**config.mk**
```make
export PLATFORM = sky130hd
export DESIGN_NAME = phsr_regs
export DESIGN_NICKNAME = d
export VERILOG_FILES = /design/src/verilog/phsr_pkg.sv /design/src/verilog/phsr_sync.sv /design/src/verilog/phsr_regs.sv
export SDC_FILE = /design/constraint.sdc
export NUM_CORES = 1
export LEC_CHECK = 0
export BUFFER_PORTS_ARGS = -buffer_cell sky130_fd_sc_hd__buf_4
export CORE_MARGIN = 3
export CORE_UTILIZATION = 48
export CTS_CLUSTER_DIAMETER = 50
export CTS_CLUSTER_SIZE = 10
export DETAILED_ROUTE_END_ITERATION = 10
export PLACE_DENSITY = 0.95
export SYNTH_ARGS = -nofsm -noshare
export SYNTH_HDL_FRONTEND = slang
export SYNTH_SLANG_ARGS = --single-unit
```
**constraint.sdc**
```tcl
create_clock -name I_MCLK -period 2.3 [get_ports I_MCLK]
set_clock_uncertainty 0.1 [all_clocks]
set_input_delay 0.345 -clock I_MCLK [delete_from_list [all_inputs] [get_ports I_MCLK]]
set_output_delay 0.345 -clock I_MCLK [all_outputs]
set_load 0.01 [all_outputs]
```
**src/verilog/phsr_pkg.sv**
```systemverilog
// Constants and types for the holdover control and synthesizer status registers
package phsr_pkg;

    localparam int          PHSR_DATA_W        = 32;
    localparam int          PHSR_ADDR_W        = 12;
    localparam int          PHSR_REG_W         = 8;
    localparam int          PHSR_SYNC_STAGES   = 2;

    // Register indices; byte address is four times the index
    localparam logic [9:0]  PHSR_IDX_HOLD_CTRL = 10'h01D;
    localparam logic [9:0]  PHSR_IDX_STATUS    = 10'h01F;
    localparam logic [11:0] PHSR_ADDR_HOLD_CTRL = {PHSR_IDX_HOLD_CTRL, 2'b00};
    localparam logic [11:0] PHSR_ADDR_STATUS    = {PHSR_IDX_STATUS, 2'b00};

    // Holdover control field positions
    localparam int          PHSR_CTRL_HOLD_EN   = 0;
    localparam int          PHSR_CTRL_EXT_HOLD  = 1;
    localparam int          PHSR_CTRL_HOLD_EN2  = 2;
    localparam int          PHSR_CTRL_LD_CMP    = 3;
    localparam int          PHSR_CTRL_STAT_DIS  = 4;
    localparam logic [4:0]  PHSR_CTRL_MASK      = 5'h1F;
    localparam logic [7:0]  PHSR_CTRL_RST       = 8'h00;

    // Status field positions
    localparam int          PHSR_ST_LOCK        = 0;
    localparam int          PHSR_ST_REFA_THR    = 1;
    localparam int          PHSR_ST_REFB_THR    = 2;
    localparam int          PHSR_ST_OSC_THR     = 3;
    localparam int          PHSR_ST_REFB_SEL    = 4;
    localparam int          PHSR_ST_HOLD_ACT    = 5;
    localparam int          PHSR_ST_CAL_DONE    = 6;
    localparam int          PHSR_ST_ALIGN_PIN   = 7;
    localparam int          PHSR_SYNC_W         = 8;

    // AXI responses
    localparam logic [1:0]  PHSR_RESP_OKAY      = 2'h0;
    localparam logic [1:0]  PHSR_RESP_SLVERR    = 2'h2;

    localparam logic [31:0] PHSR_ZERO_WORD      = 32'h00000000;

    typedef enum logic [0:0] {
        PHSR_WS_COLLECT = 1'b0,
        PHSR_WS_RESP    = 1'b1
    } phsr_wstate_type;

endpackage

```
**src/verilog/phsr_sync.sv**
```systemverilog
// Multi-bit two-flop synchroniser, one chain per bit
`timescale 1ns/10ps
module phsr_sync #(
    parameter int WIDTH  = 8,
    parameter int STAGES = 2
) (
    input  wire logic             i_mclk,
    input  wire logic             i_reset_n,
    input  wire logic [WIDTH-1:0] i_async,
    output logic      [WIDTH-1:0] o_sync
);

    generate
        if (STAGES < 2 || WIDTH < 1) begin : g_bad_cfg
            $error("phsr_sync needs at least two stages and one bit");
        end
    endgenerate

    genvar b;
    generate
        for (b = 0; b < WIDTH; b = b + 1) begin : g_bit
            logic [STAGES-1:0] chain_q;
            // Only the last stage is ever read outside the chain
            always_ff @(posedge i_mclk) begin
                if (!i_reset_n) begin
                    chain_q <= '0;
                end else begin
                    chain_q <= {chain_q[STAGES-2:0], i_async[b]};
                end
            end
            assign o_sync[b] = chain_q[STAGES-1];
        end
    endgenerate

endmodule // phsr_sync

```
**src/verilog/phsr_regs.sv**
```systemverilog
// Holdover control and synthesizer status registers behind an AXI4-Lite slave
`timescale 1ns/10ps
module phsr_regs #(
    parameter int SYNC_STAGES = phsr_pkg::PHSR_SYNC_STAGES
) (
    input  wire logic                             I_MCLK,
    input  wire logic                             I_RESET_N,
    input  wire logic [phsr_pkg::PHSR_ADDR_W-1:0] I_AWADDR,
    input  wire logic                             I_AWVALID,
    output logic                                  O_AWREADY,
    input  wire logic [phsr_pkg::PHSR_DATA_W-1:0] I_WDATA,
    input  wire logic [3:0]                       I_WSTRB,
    input  wire logic                             I_WVALID,
    output logic                                  O_WREADY,
    output logic [1:0]                            O_BRESP,
    output logic                                  O_BVALID,
    input  wire logic                             I_BREADY,
    input  wire logic [phsr_pkg::PHSR_ADDR_W-1:0] I_ARADDR,
    input  wire logic                             I_ARVALID,
    output logic                                  O_ARREADY,
    output logic [phsr_pkg::PHSR_DATA_W-1:0]      O_RDATA,
    output logic [1:0]                            O_RRESP,
    output logic                                  O_RVALID,
    input  wire logic                             I_RREADY,
    input  wire logic                             I_CAL_DONE,
    input  wire logic                             I_HOLD_ACTIVE,
    input  wire logic                             I_REF_B_SELECTED,
    input  wire logic                             I_OSC_ABOVE_THR,
    input  wire logic                             I_REF_B_ABOVE_THR,
    input  wire logic                             I_REF_A_ABOVE_THR,
    input  wire logic                             I_PLL_LOCKED,
    input  wire logic                             I_ALIGN_PIN,
    input  wire logic                             I_AUTO_HOLD_REQ,
    output logic                                  O_HOLDOVER_EN,
    output logic                                  O_AUTO_HOLD_EN,
    output logic                                  O_HOLD_ENTER,
    output logic                                  O_LD_CMP_EN
);
    import phsr_pkg::*;

    generate
        if (SYNC_STAGES < 2) begin : g_bad_cfg
            $error("phsr_regs needs at least two synchroniser stages");
        end
    endgenerate

    logic [PHSR_SYNC_W-1:0] async_in;
    logic [PHSR_SYNC_W-1:0] sync_out;
    logic [PHSR_REG_W-1:0]  status_v;
    logic                   align_s;

    logic [PHSR_REG_W-1:0]  ctrl_q;
    phsr_wstate_type        wstate_q;
    logic                   aw_got_q;
    logic                   w_got_q;
    logic [PHSR_ADDR_W-1:0] aw_addr_q;
    logic [PHSR_REG_W-1:0]  w_data_q;
    logic                   w_strb_q;
    logic [1:0]             bresp_q;
    logic                   rvalid_q;
    logic [PHSR_DATA_W-1:0] rdata_q;
    logic [1:0]             rresp_q;
    logic                   hold_enter_q;
    logic                   wr_fire;
    logic                   ar_fire;

    // Status sources come from other analog domains, so all are synchronised
    assign async_in = {I_ALIGN_PIN, I_CAL_DONE, I_HOLD_ACTIVE, I_REF_B_SELECTED,
                       I_OSC_ABOVE_THR, I_REF_B_ABOVE_THR, I_REF_A_ABOVE_THR,
                       I_PLL_LOCKED};

    phsr_sync #(
        .WIDTH  (PHSR_SYNC_W),
        .STAGES (SYNC_STAGES)
    ) u_sync (
        .i_mclk    (I_MCLK),
        .i_reset_n (I_RESET_N),
        .i_async   (async_in),
        .o_sync    (sync_out)
    );

    assign align_s = sync_out[PHSR_ST_ALIGN_PIN];

    assign status_v = {1'b0, sync_out[PHSR_ST_CAL_DONE:PHSR_ST_LOCK]};

    // Write channel handshakes
    assign O_AWREADY = !aw_got_q && (wstate_q == PHSR_WS_COLLECT);
    assign O_WREADY  = !w_got_q && (wstate_q == PHSR_WS_COLLECT);
    assign O_BVALID  = (wstate_q == PHSR_WS_RESP);
    assign O_BRESP   = bresp_q;
    assign wr_fire   = (wstate_q == PHSR_WS_COLLECT) && aw_got_q && w_got_q;

    always_ff @(posedge I_MCLK) begin
        if (!I_RESET_N) begin
            aw_got_q  <= 1'b0;
            aw_addr_q <= '0;
        end else if (O_AWREADY && I_AWVALID) begin
            aw_got_q  <= 1'b1;
            aw_addr_q <= I_AWADDR;
        end else if (wr_fire) begin
            aw_got_q  <= 1'b0;
        end
    end

    always_ff @(posedge I_MCLK) begin
        if (!I_RESET_N) begin
            w_got_q  <= 1'b0;
            w_data_q <= '0;
            w_strb_q <= 1'b0;
        end else if (O_WREADY && I_WVALID) begin
            w_got_q  <= 1'b1;
            w_data_q <= I_WDATA[PHSR_REG_W-1:0];
            w_strb_q <= I_WSTRB[0];
        end else if (wr_fire) begin
            w_got_q  <= 1'b0;
        end
    end

    always_ff @(posedge I_MCLK) begin
        if (!I_RESET_N) begin
            wstate_q <= PHSR_WS_COLLECT;
            bresp_q  <= PHSR_RESP_OKAY;
        end else begin
            case (wstate_q)
                PHSR_WS_COLLECT: begin
                    if (wr_fire) begin
                        wstate_q <= PHSR_WS_RESP;
                        if (aw_addr_q == PHSR_ADDR_HOLD_CTRL ||
                            aw_addr_q == PHSR_ADDR_STATUS) begin
                            bresp_q <= PHSR_RESP_OKAY;
                        end else begin
                            bresp_q <= PHSR_RESP_SLVERR;
                        end
                    end
                end
                PHSR_WS_RESP: begin
                    if (I_BREADY) begin
                        wstate_q <= PHSR_WS_COLLECT;
                    end
                end
                default: begin
                    wstate_q <= PHSR_WS_COLLECT;
                end
            endcase
        end
    end

    // status offset holds no storage, writes fall away
    always_ff @(posedge I_MCLK) begin
        if (!I_RESET_N) begin
            ctrl_q <= PHSR_CTRL_RST;
        end else if (wr_fire && w_strb_q && aw_addr_q == PHSR_ADDR_HOLD_CTRL) begin
            ctrl_q <= {3'h0, w_data_q[4:0] & PHSR_CTRL_MASK};
        end
    end

    // Read channel; one read outstanding, answer one cycle after address
    assign O_ARREADY = !rvalid_q;
    assign O_RVALID  = rvalid_q;
    assign O_RDATA   = rdata_q;
    assign O_RRESP   = rresp_q;
    assign ar_fire   = O_ARREADY && I_ARVALID;

    always_ff @(posedge I_MCLK) begin
        if (!I_RESET_N) begin
            rvalid_q <= 1'b0;
            rdata_q  <= PHSR_ZERO_WORD;
            rresp_q  <= PHSR_RESP_OKAY;
        end else if (ar_fire) begin
            rvalid_q <= 1'b1;
            rresp_q  <= PHSR_RESP_OKAY;
            if (I_ARADDR == PHSR_ADDR_HOLD_CTRL) begin
                rdata_q <= {24'h000000, ctrl_q};
            end else if (I_ARADDR == PHSR_ADDR_STATUS) begin
                if (ctrl_q[PHSR_CTRL_STAT_DIS]) begin
                    rdata_q <= PHSR_ZERO_WORD;
                end else begin
                    rdata_q <= {24'h000000, status_v};
                end
            end else begin
                rdata_q <= PHSR_ZERO_WORD;
                rresp_q <= PHSR_RESP_SLVERR;
            end
        end else if (I_RREADY) begin
            rvalid_q <= 1'b0;
        end
    end

    assign O_HOLDOVER_EN  = ctrl_q[PHSR_CTRL_HOLD_EN] && ctrl_q[PHSR_CTRL_HOLD_EN2];
    // automatic circuit only outside external mode
    assign O_AUTO_HOLD_EN = O_HOLDOVER_EN && !ctrl_q[PHSR_CTRL_EXT_HOLD];
    assign O_LD_CMP_EN    = ctrl_q[PHSR_CTRL_LD_CMP];
    assign O_HOLD_ENTER   = hold_enter_q;

    // pin or auto request selects entry
    always_ff @(posedge I_MCLK) begin
        if (!I_RESET_N) begin
            hold_enter_q <= 1'b0;
        end else if (!O_HOLDOVER_EN) begin
            hold_enter_q <= 1'b0;
        end else if (ctrl_q[PHSR_CTRL_EXT_HOLD]) begin
            hold_enter_q <= align_s;
        end else begin
            hold_enter_q <= I_AUTO_HOLD_REQ;
        end
    end
endmodule // phsr_regs

```
# Word-level counts from Yosys, hierarchy flattened
# Cells that the tools add are included.
[classes] eq_ne=4 n_mux=15 bitwise=1 reduce_logical=21
[ops] op="$mux W32" n=2
[ops] op="$eq A12 B7 Y1 const B" n=4
[ops] op="$logic_and A1 B1 Y1" n=11
[ops] op="$mux W1" n=8
[ops] op="$mux W7" n=1
[ops] op="$mux W2" n=3
[ops] op="$reduce_bool A2 Y1" n=3
[ops] op="$logic_not A1 Y1" n=4
[ops] op="$reduce_and A2 Y1" n=2
[ops] op="$pmux W1 S2" n=1
[ops] op="$logic_or A1 B1 Y1" n=1
[ops] op="$not A1 Y1" n=1
[totals] ff_bits=80 inputBits=76 out_inout_bits=45 word_cells=61

# Depth between registers and ports, before layout
# Gate-level depths: netlist (run 1).
[depth] word_depth=5 mapped_depth=5 depth_no_buf=4

# Modules after synthesis
# From an unflattened synthesis (run 1), not the netlist that was laid out.
[hier_totals] cells_unflattened=229 hier_area_um2=2294.7
[modules_own_cells] mod="phsr_regs" n_inst=1 cells_per_inst=188 area_each_um2=1788.0 seq_area_each_um2=740.7
[modules_own_cells] mod="phsr_sync" n_inst=1 cells_per_inst=41 area_each_um2=506.7 seq_area_each_um2=320.3

# Worst setup path before layout (run 1)
# OpenSTA, ideal clock, no wires.
[synth_path] path_kind="input -> register" startpoint="in I_ARADDR[11] (netlist bit)" endpoint="reg rdata_q[5], in the netlist O_RDATA[5]" setup_time_ps=70 t_arrival_ps=1446 required_time_ps=2130 path_slack_ps=684 path_stages=4 path_buffers=0 cell_sequence="or4_4 > nor4_4 > nand3_1 > a21boi_1"
[synth_via] elab_chain_cells=3 word_cells_on_any_way=4 cone_classes="2 x eq/ne; 2 x mux"
[synth_lines] element="start, declared" line="phsr_regs.sv:18" text="input wire logic [phsr_pkg::PHSR_ADDR_W-1:0] I_ARADDR,"
[synth_lines] element="$eq A12 B7 Y1" line="phsr_regs.sv:174" text="end else if (I_ARADDR == PHSR_ADDR_STATUS) begin"
[synth_lines] element="$mux W32" line="phsr_regs.sv:174"
[synth_lines] element="$mux W32 (*)" line="phsr_regs.sv:172" text="if (I_ARADDR == PHSR_ADDR_HOLD_CTRL) begin"
[synth_lines] element="end signal, assigned" line="phsr_regs.sv:173" text="rdata_q <= {24'h000000, ctrl_q};"
[synth_lines] element="end signal, assigned" line="phsr_regs.sv:178" text="rdata_q <= {24'h000000, status_v};"
[synth_lines] element="end, declared" line="phsr_regs.sv:61" text="logic [PHSR_DATA_W-1:0] rdata_q;"
# Mark *: on every way between the ends. The rest lies on a longest branch, timed or not.
# A chain may end at the register's enable or synchronous reset.

# Final worst setup path (run 1)
[layout_path] startpoint="reg aw_addr_q[0]" endpoint="reg ctrl_q[1]"
[layout_via] elab_chain_cells=2
[layout_lines] element="start, declared" line="phsr_regs.sv:56" text="logic [PHSR_ADDR_W-1:0] aw_addr_q;"
[layout_lines] element="start signal, assigned" line="phsr_regs.sv:96" text="aw_addr_q <= '0;"
[layout_lines] element="start signal, assigned" line="phsr_regs.sv:99" text="aw_addr_q <= I_AWADDR;"
[layout_lines] element="$eq A12 B7 Y1" line="phsr_regs.sv:152" text="end else if (wr_fire && w_strb_q && aw_addr_q == PHSR_ADDR_HOLD_CTRL) begin"
[layout_lines] element="$logic_and A1 B1 Y1" line="phsr_regs.sv:152"
[layout_lines] element="end signal, assigned" line="phsr_regs.sv:153" text="ctrl_q <= {3'h0, w_data_q[4:0] & PHSR_CTRL_MASK};"
[layout_lines] element="end, declared" line="phsr_regs.sv:52" text="logic [PHSR_REG_W-1:0] ctrl_q;"
# Every way passes these cells.

==> results of run 1 <==
-- how the worst max path moves through the flow --
stage / startpoint / end
floorplan: I_ARADDR[11] / O_RDATA[5]$_SDFFE_PN0P_
detailed placement: I_ARADDR[11] / O_RDATA[6]$_SDFFE_PN0P_
global placement: I_ARADDR[11] / O_RDATA[5]$_SDFFE_PN0P_
finish: aw_addr_q[0]$_SDFFE_PN0P_ / ctrl_q[1]$_SDFFE_PN0P_
global route: aw_addr_q[0]$_SDFFE_PN0P_ / ctrl_q[1]$_SDFFE_PN0P_
CTS: aw_addr_q[0]$_SDFFE_PN0P_ / ctrl_q[1]$_SDFFE_PN0P_
-- cell usage after synthesis --
library cell	n
nand3b_1	1
and2_1	18
and4b_1	1
nand2b_1	3
clkbuf_1	7
nor2_1	2
a21boi_0	1
mux2_2	1
nor4b_1	1
nand4bb_2	1
buf_2	2
nor4_2	1
nor3_1	2
inv_1	1
nor4b_4	1
a21oi_1	9
mux2i_1	25
nand3b_4	1
conb_1	1
a21boi_1	3
nand3_1	4
and2b_1	1
buf_4	27
nor4_4	1
o211a_1	3
and3_1	1
nor2b_1	23
or4_4	1
o21ai_0	4
nand2_1	21
dfxtp_1	53
-- flip-flops by register name, summed over array words and instances (netlist names) --
signal and cells:
O_RDATA 7, O_RVALID 1, ctrl_q 5, O_BVALID 1, O_HOLD_ENTER 1, w_data_q 5
O_BRESP 1, w_got_q 1, aw_addr_q 12, w_strb_q 1, aw_got_q 1, u_sync.g_bit.chain_q 16
O_RRESP 1
-- final cells by class --
| type | count | area [sq um] | share of cell area (%) |
|---|---|---|---|
| repair buffers | 63 | 473 | 17.2 |
| multi-input cells | 157 | 1020 | 37.3 |
| clock buffers | 7 | 86.3 | 3.15 |
| flip-flops and latches | 53 | 1060 | 38.7 |
| well taps | 52 | 65.1 | 2.37 |
| clock inverters | 1 | 30.0 | 1.09 |
| inverters | 1 | 3.75 | 0.137 |
-- layer usage --
| layer | GRT usage [%] | routed length, um | up-vias |
|---|---|---|---|
| li1 | - | - | 790 |
| met2 | 27.4 | 2180 | 55 |
| met3 | 6.08 | 358 | 8 |
| met1 | 17.5 | 1610 | 687 |
| met5 | 0 | 0 | - |
| met4 | 5.43 | 65 | 0 |
-- cell families after synthesis --
| kind of cell | after synthesis |
|---|---|
| and+or+nand+nor | 84 |
| AOI/OAI and AO/OA | 20 |
| muxes | 26 |
| DFF | 53 |
| buffers and inverters | 37 |
| other | 1 |
-- worst max-delay path: stages (launching register included) --
cell	delay (ns)
dfxtp_1	0.33
nor4b_1	0.32
nand3_1	0.20
nor4b_4	0.46
mux2i_1	0.24
-- power breakdown --
part           leakage (nW)  internal [mW]  total, mW  switching (mW)
Sequential            0.435          0.965      0.989          0.0243
Clock                0.0585          0.355      0.633           0.278
Combinational         0.732          0.127      0.236           0.109
Total                  1.23           1.45       1.86           0.412
-- metrics by stage --
stage          total power, mW  area (sq um)  cells  util, %
2_1_floorplan             1.18          2330    247        -
3_3_place_gp              1.24          2630    326     59.5
3_5_place_dp              1.25          2630    326     59.5
4_1_cts                   1.88          2740    334     62.2
5_1_grt                   1.94          2740    334     62.2
6_report                  1.86          2740    334     62.2
==> results.yml, run 1 <==
status:
  outcome: "finished clean"
pwr:
  ir_worst_vdd_mv: 0.418
  power_density_nw_per_um2: 677
  p_leak_nw: 1.23
global_routing:
  grt_pass1_wl_mm: 6.56
  grt-ovfl-total: 0
  grt_max_degree: 59
  grt_pass1_vias: 1442
  grtUsageTotal_pct: 15.7
  antenna_found_initial: 0
routing:
  drt-total-wl_mm: 4.21
  dr_total_vias: 1540
  wl_per_cell_um: 12.6
  drc: 0
  drt_iter0_markers: 54
  dr.pass1.iters: 4
  vias_per_cell: 4.61
  ant_nets: 0
cells_and_area:
  area_growth_pct: 23.0
  n_antenna_cell: 0
  drive_gt1_share_pct: 27.3
  nNetsFinal: 357
  final_common_cell: "buf_4"
  fillers: 362
  final_cell_mix: "buf_4, dfxtp_1, conb_1"
synth:
  yosys.area_share.simple_pct: 24.1
  synth_area_per_cell_sq_um: 10.1
  syn_inst: 221
  synth_area_leader_cell: "dfxtp_1"
  synth_xor_area_share_pct: 0
  syn_area_sq_um: 2230
  ys_top_cells_by_area: "dfxtp_1, mux2i_1, buf_4"
  synthMuxAreaShare_pct: 11.7
  synth_top_family_by_area: "simple AND/OR/NAND/NOR gates"
  synthAdderAreaFrac_pct: 0
  ys_types: 31
  seq_area_frac_synth_pct: 47.6
  yosysWarnings: 0
  synth_compound_area_share_pct: 5.61
  ys_ff_latch: 53
  yosysTopAreaCellShare_pct: 47.6
sta:
  fmax_mhz: 582
  tns_ns: 0
  fin_crit_sh_pct: 74.7
  rsz0062_at_grt: "false"
  whs_ns: 0.146
  setup_viol: 0
  worst_pin_slew_ns: 0.659
  slew_headroom_pct: 56.1
  min_period_ns: 1.72
  fin_ws_ns: 0.582
  maxSlewViolCount: 0
  finalHoldViolations: 0
clock_network:
  root_buffer: "clkbuf_8"
  cts_buffer_depth: 2
  cts_resized: 0
  clock_latency_ns: 0.30
  cts_buffers: 5
  clk_pin_slew_ns: 0.09
  htree_levels: 2
  cts_tree: "yes"
  cts-hold-fix-buffers: 0
  post_cts_buffers: 0
  cts_sinks: 53
critical_path:
  criticalPathCategory: "reg2reg"
  worstPathRequired_ns: 2.43
  startpoint_type: "flip-flop"
  r2r_setup_slack_ns: 0.58
  r2r-end: "ctrl_q[1]$_SDFFE_PN0P_"
  worst-path-max-fanout: 5
  end_kind: "flip-flop"
  arrival_ns: 1.85
  r2r_start: "aw_addr_q[0]$_SDFFE_PN0P_"
  reg2reg_depth: 4
floorplan:
  initial_core_util_pct: 50.5
  rows: 24
  die_w_um: 74.2
  core_area_sq_um: 4410
  fp.dieArea_sq_um: 5500
  fp.dieH_um: 74.2
  ios: 121
placed_design:
  dp_hpwl_mm: 3.20
  dp_slack_ns: 0.369
  gp_congestion: 0.719
  io_buffers: 63
worst_hold_path:
  holdCritStartpoint: "I_HOLD_ACTIVE"
  hold_end: "u_sync.g_bit[5].chain_q[0]$_SDFF_PN0_"
  hold_path_depth: 2
  hold_class: "in2reg"
flow_run:
  max_cap_viol_count: 0
Note: power is estimated with default switching activity, not from simulation.
==> inputs of run 2 (changes only) <==
--- a/config.mk
+++ b/config.mk
@@ -5,13 +5,14 @@
 export SDC_FILE = /design/constraint.sdc
 export NUM_CORES = 1
 export LEC_CHECK = 0
+export ABC_AREA = 1
 export BUFFER_PORTS_ARGS = -buffer_cell sky130_fd_sc_hd__buf_4
 export CORE_MARGIN = 3
-export CORE_UTILIZATION = 48
+export CORE_UTILIZATION = 45
 export CTS_CLUSTER_DIAMETER = 50
 export CTS_CLUSTER_SIZE = 10
 export DETAILED_ROUTE_END_ITERATION = 10
-export PLACE_DENSITY = 0.95
+export PLACE_DENSITY = 0.9
 export SYNTH_ARGS = -nofsm -noshare
 export SYNTH_HDL_FRONTEND = slang
 export SYNTH_SLANG_ARGS = --single-unit
==> constraint.sdc (replaced) <==
create_clock -name I_MCLK -period 1.7 [get_ports I_MCLK]
set_clock_uncertainty 0.1 [all_clocks]
set_input_delay 0.255 -clock I_MCLK [delete_from_list [all_inputs] [get_ports I_MCLK]]
set_output_delay 0.255 -clock I_MCLK [all_outputs]
set_load 0.01 [all_outputs]
==> run 2 against run 1 <==
Via count increased by 24%. Die area increased by 9.3%. Clock-buffer cell count decreased by 2. Global-route usage decreased by 0.36 points. Flip-flop and latch count unchanged. Largest cell class unchanged. Largest power group unchanged.
==> results.yml, run 2 <==
status:
  outcome: "finished clean"
floorplan:
  fp.dieArea_sq_um: 6020
  core_area_sq_um: 4850
  fp.dieH_um: 77.6
  initial_core_util_pct: 47.5
  ios: 121
  rows: 25
  die_w_um: 77.6
critical_path:
  r2r-end: "ctrl_q[1]$_SDFFE_PN0P_"
  cpMaxStageDelayCell: "dfxtp_1"
  r2r_start: "aw_got_q$_SDFFE_PN0P_"
  end_kind: "output port"
  slowest_delay_ns: 0.38
  r2r_setup_slack_ns: 0.35
  cpLargestDelayFamily: "flip-flops"
  worstPathRequired_ns: 1.34
  startpoint_type: "flip-flop"
  criticalPathCategory: "reg2out"
  worst-path-max-fanout: 3
  arrival_ns: 1.07
  path_buf_inv: 1
  worstPathCellList: "nand2_1 -> nor2_1 -> buf_4"
  reg2reg_depth: 7
pwr:
  p_sw_uw: 635
  seqPwrFrac_pct: 56.1
  power.total_mw: 2.40
  power_frac_comb_pct: 14.4
  power_density_nw_per_um2: 858
  ir_worst_vdd_mv: 0.556
  power_frac_clock_pct: 29.5
  p_int_mw: 1.77
  switching_share_pct: 26.4
  p_leak_nw: 1.43
cells_and_area:
  nNetsFinal: 446
  n_antenna_cell: 0
  fillers: 455
  final_cell_mix: "buf_4, dfxtp_1, inv_1"
  drive_gt1_share_pct: 23.2
  area_growth_pct: 21.6
  utilization_pct: 57.8
  largest-register: "u_sync.g_bit.chain_q"
  finalInstanceArea_sq_um: 2800
  final_common_cell: "buf_4"
  largest_reg_flops: 16
sta:
  tns_ns: 0
  fin_crit_sh_pct: 83.7
  rsz0062_at_grt: "false"
  finalHoldViolations: 0
  maxSlewViolCount: 0
  min_period_ns: 1.42
  fin_ws_ns: 0.276
  setup_viol: 0
  fmax_mhz: 702
synth:
  yosysMostFrequentCell: "dfxtp_1"
  ys_top_cells_by_area: "dfxtp_1, buf_4, inv_1"
  async_flop_share_pct: 0
  ys_ff_latch: 53
  synth_area_per_cell_sq_um: 7.46
  ys_types: 23
  synth_common_cells: "dfxtp_1, inv_1, nand2_1, nor2_1, buf_4"
  syn_inst: 309
  synth-edff-count: 0
  synth_area_leader_cell: "dfxtp_1"
  seq_area_frac_synth_pct: 46.0
  yosysWarnings: 0
  ys.flop_type: "dfxtp_1"
  syn_area_sq_um: 2300
  yosysTopAreaCellShare_pct: 46.0
placed_design:
  postPlaceCellArea_sq_um: 2710
  gp_congestion: 0.778
  io_buffers: 63
  dp_hpwl_mm: 3.47
  dp_slack_ns: 0.191
clock_network:
  cts_buffers: 5
  htree_levels: 2
  root_buffer: "clkbuf_8"
  cts_sinks: 53
  post_cts_buffers: 0
  clock_latency_ns: 0.30
  clk_pin_slew_ns: 0.10
  cts_buffer_depth: 2
  cts_tree: "yes"
routing:
  drt_iter0_markers: 87
  vias_per_cell: 4.36
  drc: 0
  drt-total-wl_mm: 4.71
  dr.pass1.iters: 4
  ant_nets: 0
  dr_total_vias: 1911
  wl_per_cell_um: 10.8
global_routing:
  grt_pass1_wl_mm: 7.60
  grtUsageTotal_pct: 15.4
  antenna_found_initial: 0
  grt_pass1_vias: 1780
  grt_max_degree: 48
  grt-ovfl-total: 0
worst_hold_path:
  hold_class: "in2reg"
  holdCritStartpoint: "I_CAL_DONE"
  hold_path_depth: 3
  hold_end: "u_sync.g_bit[6].chain_q[0]$_SDFF_PN0_"
flow_run:
  max_cap_viol_count: 0
run 2: cell types whose count changed in the layout (fill, tap and decap cells not counted), moves of 15 or more:
cell	before	now
inv_1	1	48
nor2_1	2	43
mux2i_1	25	1
nor2b_1	23	0
nand2_1	21	42
o21ai_0	4	24
and2_1	18	0
nand3_1	4	19
run 2: tightest hold or removal path, cell delays in order:
cell and delay [ns]:
buf_4 0.07, nand2_1 0.04, inv_1 0.04
run 2: power by group through the flow:
stage               Sequential, mW  Clock (mW)  Combinational, mW
floorplan                     1.38           0              0.246
global placement              1.37           0              0.331
detailed placement            1.38           0              0.342
CTS                           1.35       0.724              0.346
global route                  1.36       0.776              0.395
finish                        1.35       0.708              0.346
run 2: what timing repair did:
| item | 4_1_cts | 5_1_grt |
|---|---|---|
| hold buffers | 0 | 0 |
| endpoints found under the setup margin | 0 | 4 |
| endpoints found under the hold margin | 0 | 0 |
| resized for setup | 0 | 1 |
run 2: layer usage:
metal / vias to the layer above / track usage, % / share of wire [%]
met5: - / 0 / 0
met4: 0 / 2.85 / 0.83
met3: 4 / 5.22 / 7.0
met2: 58 / 28.2 / 51
met1: 829 / 17.3 / 41
li1: 1020 / - / -
run 2: area by class of cell:
type / instances / area [sq um] / area share [%]
flip-flops and latches: 53 / 1060 / 37.9
clock buffers: 5 / 68.8 / 2.46
multi-input cells: 196 / 891 / 31.8
inverters: 49 / 184 / 6.56
repair buffers: 65 / 488 / 17.4
well taps: 67 / 83.8 / 2.99
clock inverters: 3 / 26.3 / 0.937
run 2: how the worst max path moves through the flow:
stage	slack, ns	end	cells past startpoint	start
after global placement	0.23	O_RDATA[0]$_SDFFE_PN0P_	8	I_ARADDR[9]
after global routing	0.19	aw_addr_q[4]$_SDFFE_PN0P_	5	O_BVALID$_SDFF_PN0_
after floorplan	0.43	aw_addr_q[5]$_SDFFE_PN0P_	5	O_BVALID$_SDFF_PN0_
after detailed placement	0.19	O_RDATA[3]$_SDFFE_PN0P_	8	I_ARADDR[11]
after CTS	0.19	aw_addr_q[5]$_SDFFE_PN0P_	5	O_BVALID$_SDFF_PN0_
final	0.28	O_AUTO_HOLD_EN	3	ctrl_q[2]$_SDFFE_PN0P_
run 2: per-stage QoR:
step	hold WS, ns	cells
floorplan	0.253	335
global placement	0.295	430
detailed placement	0.298	430
CTS	0.0280	438
global route	0.0311	438
finish	0.0339	438
run 2: cells by family (layout without fill, tap and decap cells):
family                 Yosys count  in the layout  share of synthesized area [%]
muxes                            1              1                          0.434
other                            1             27                          0.163
buffers and inverters           86            122                           19.7
AOI/OAI and AO/OA               46             46                           10.2
DFF                             53             53                           46.0
and+or+nand+nor                122            122                           23.5
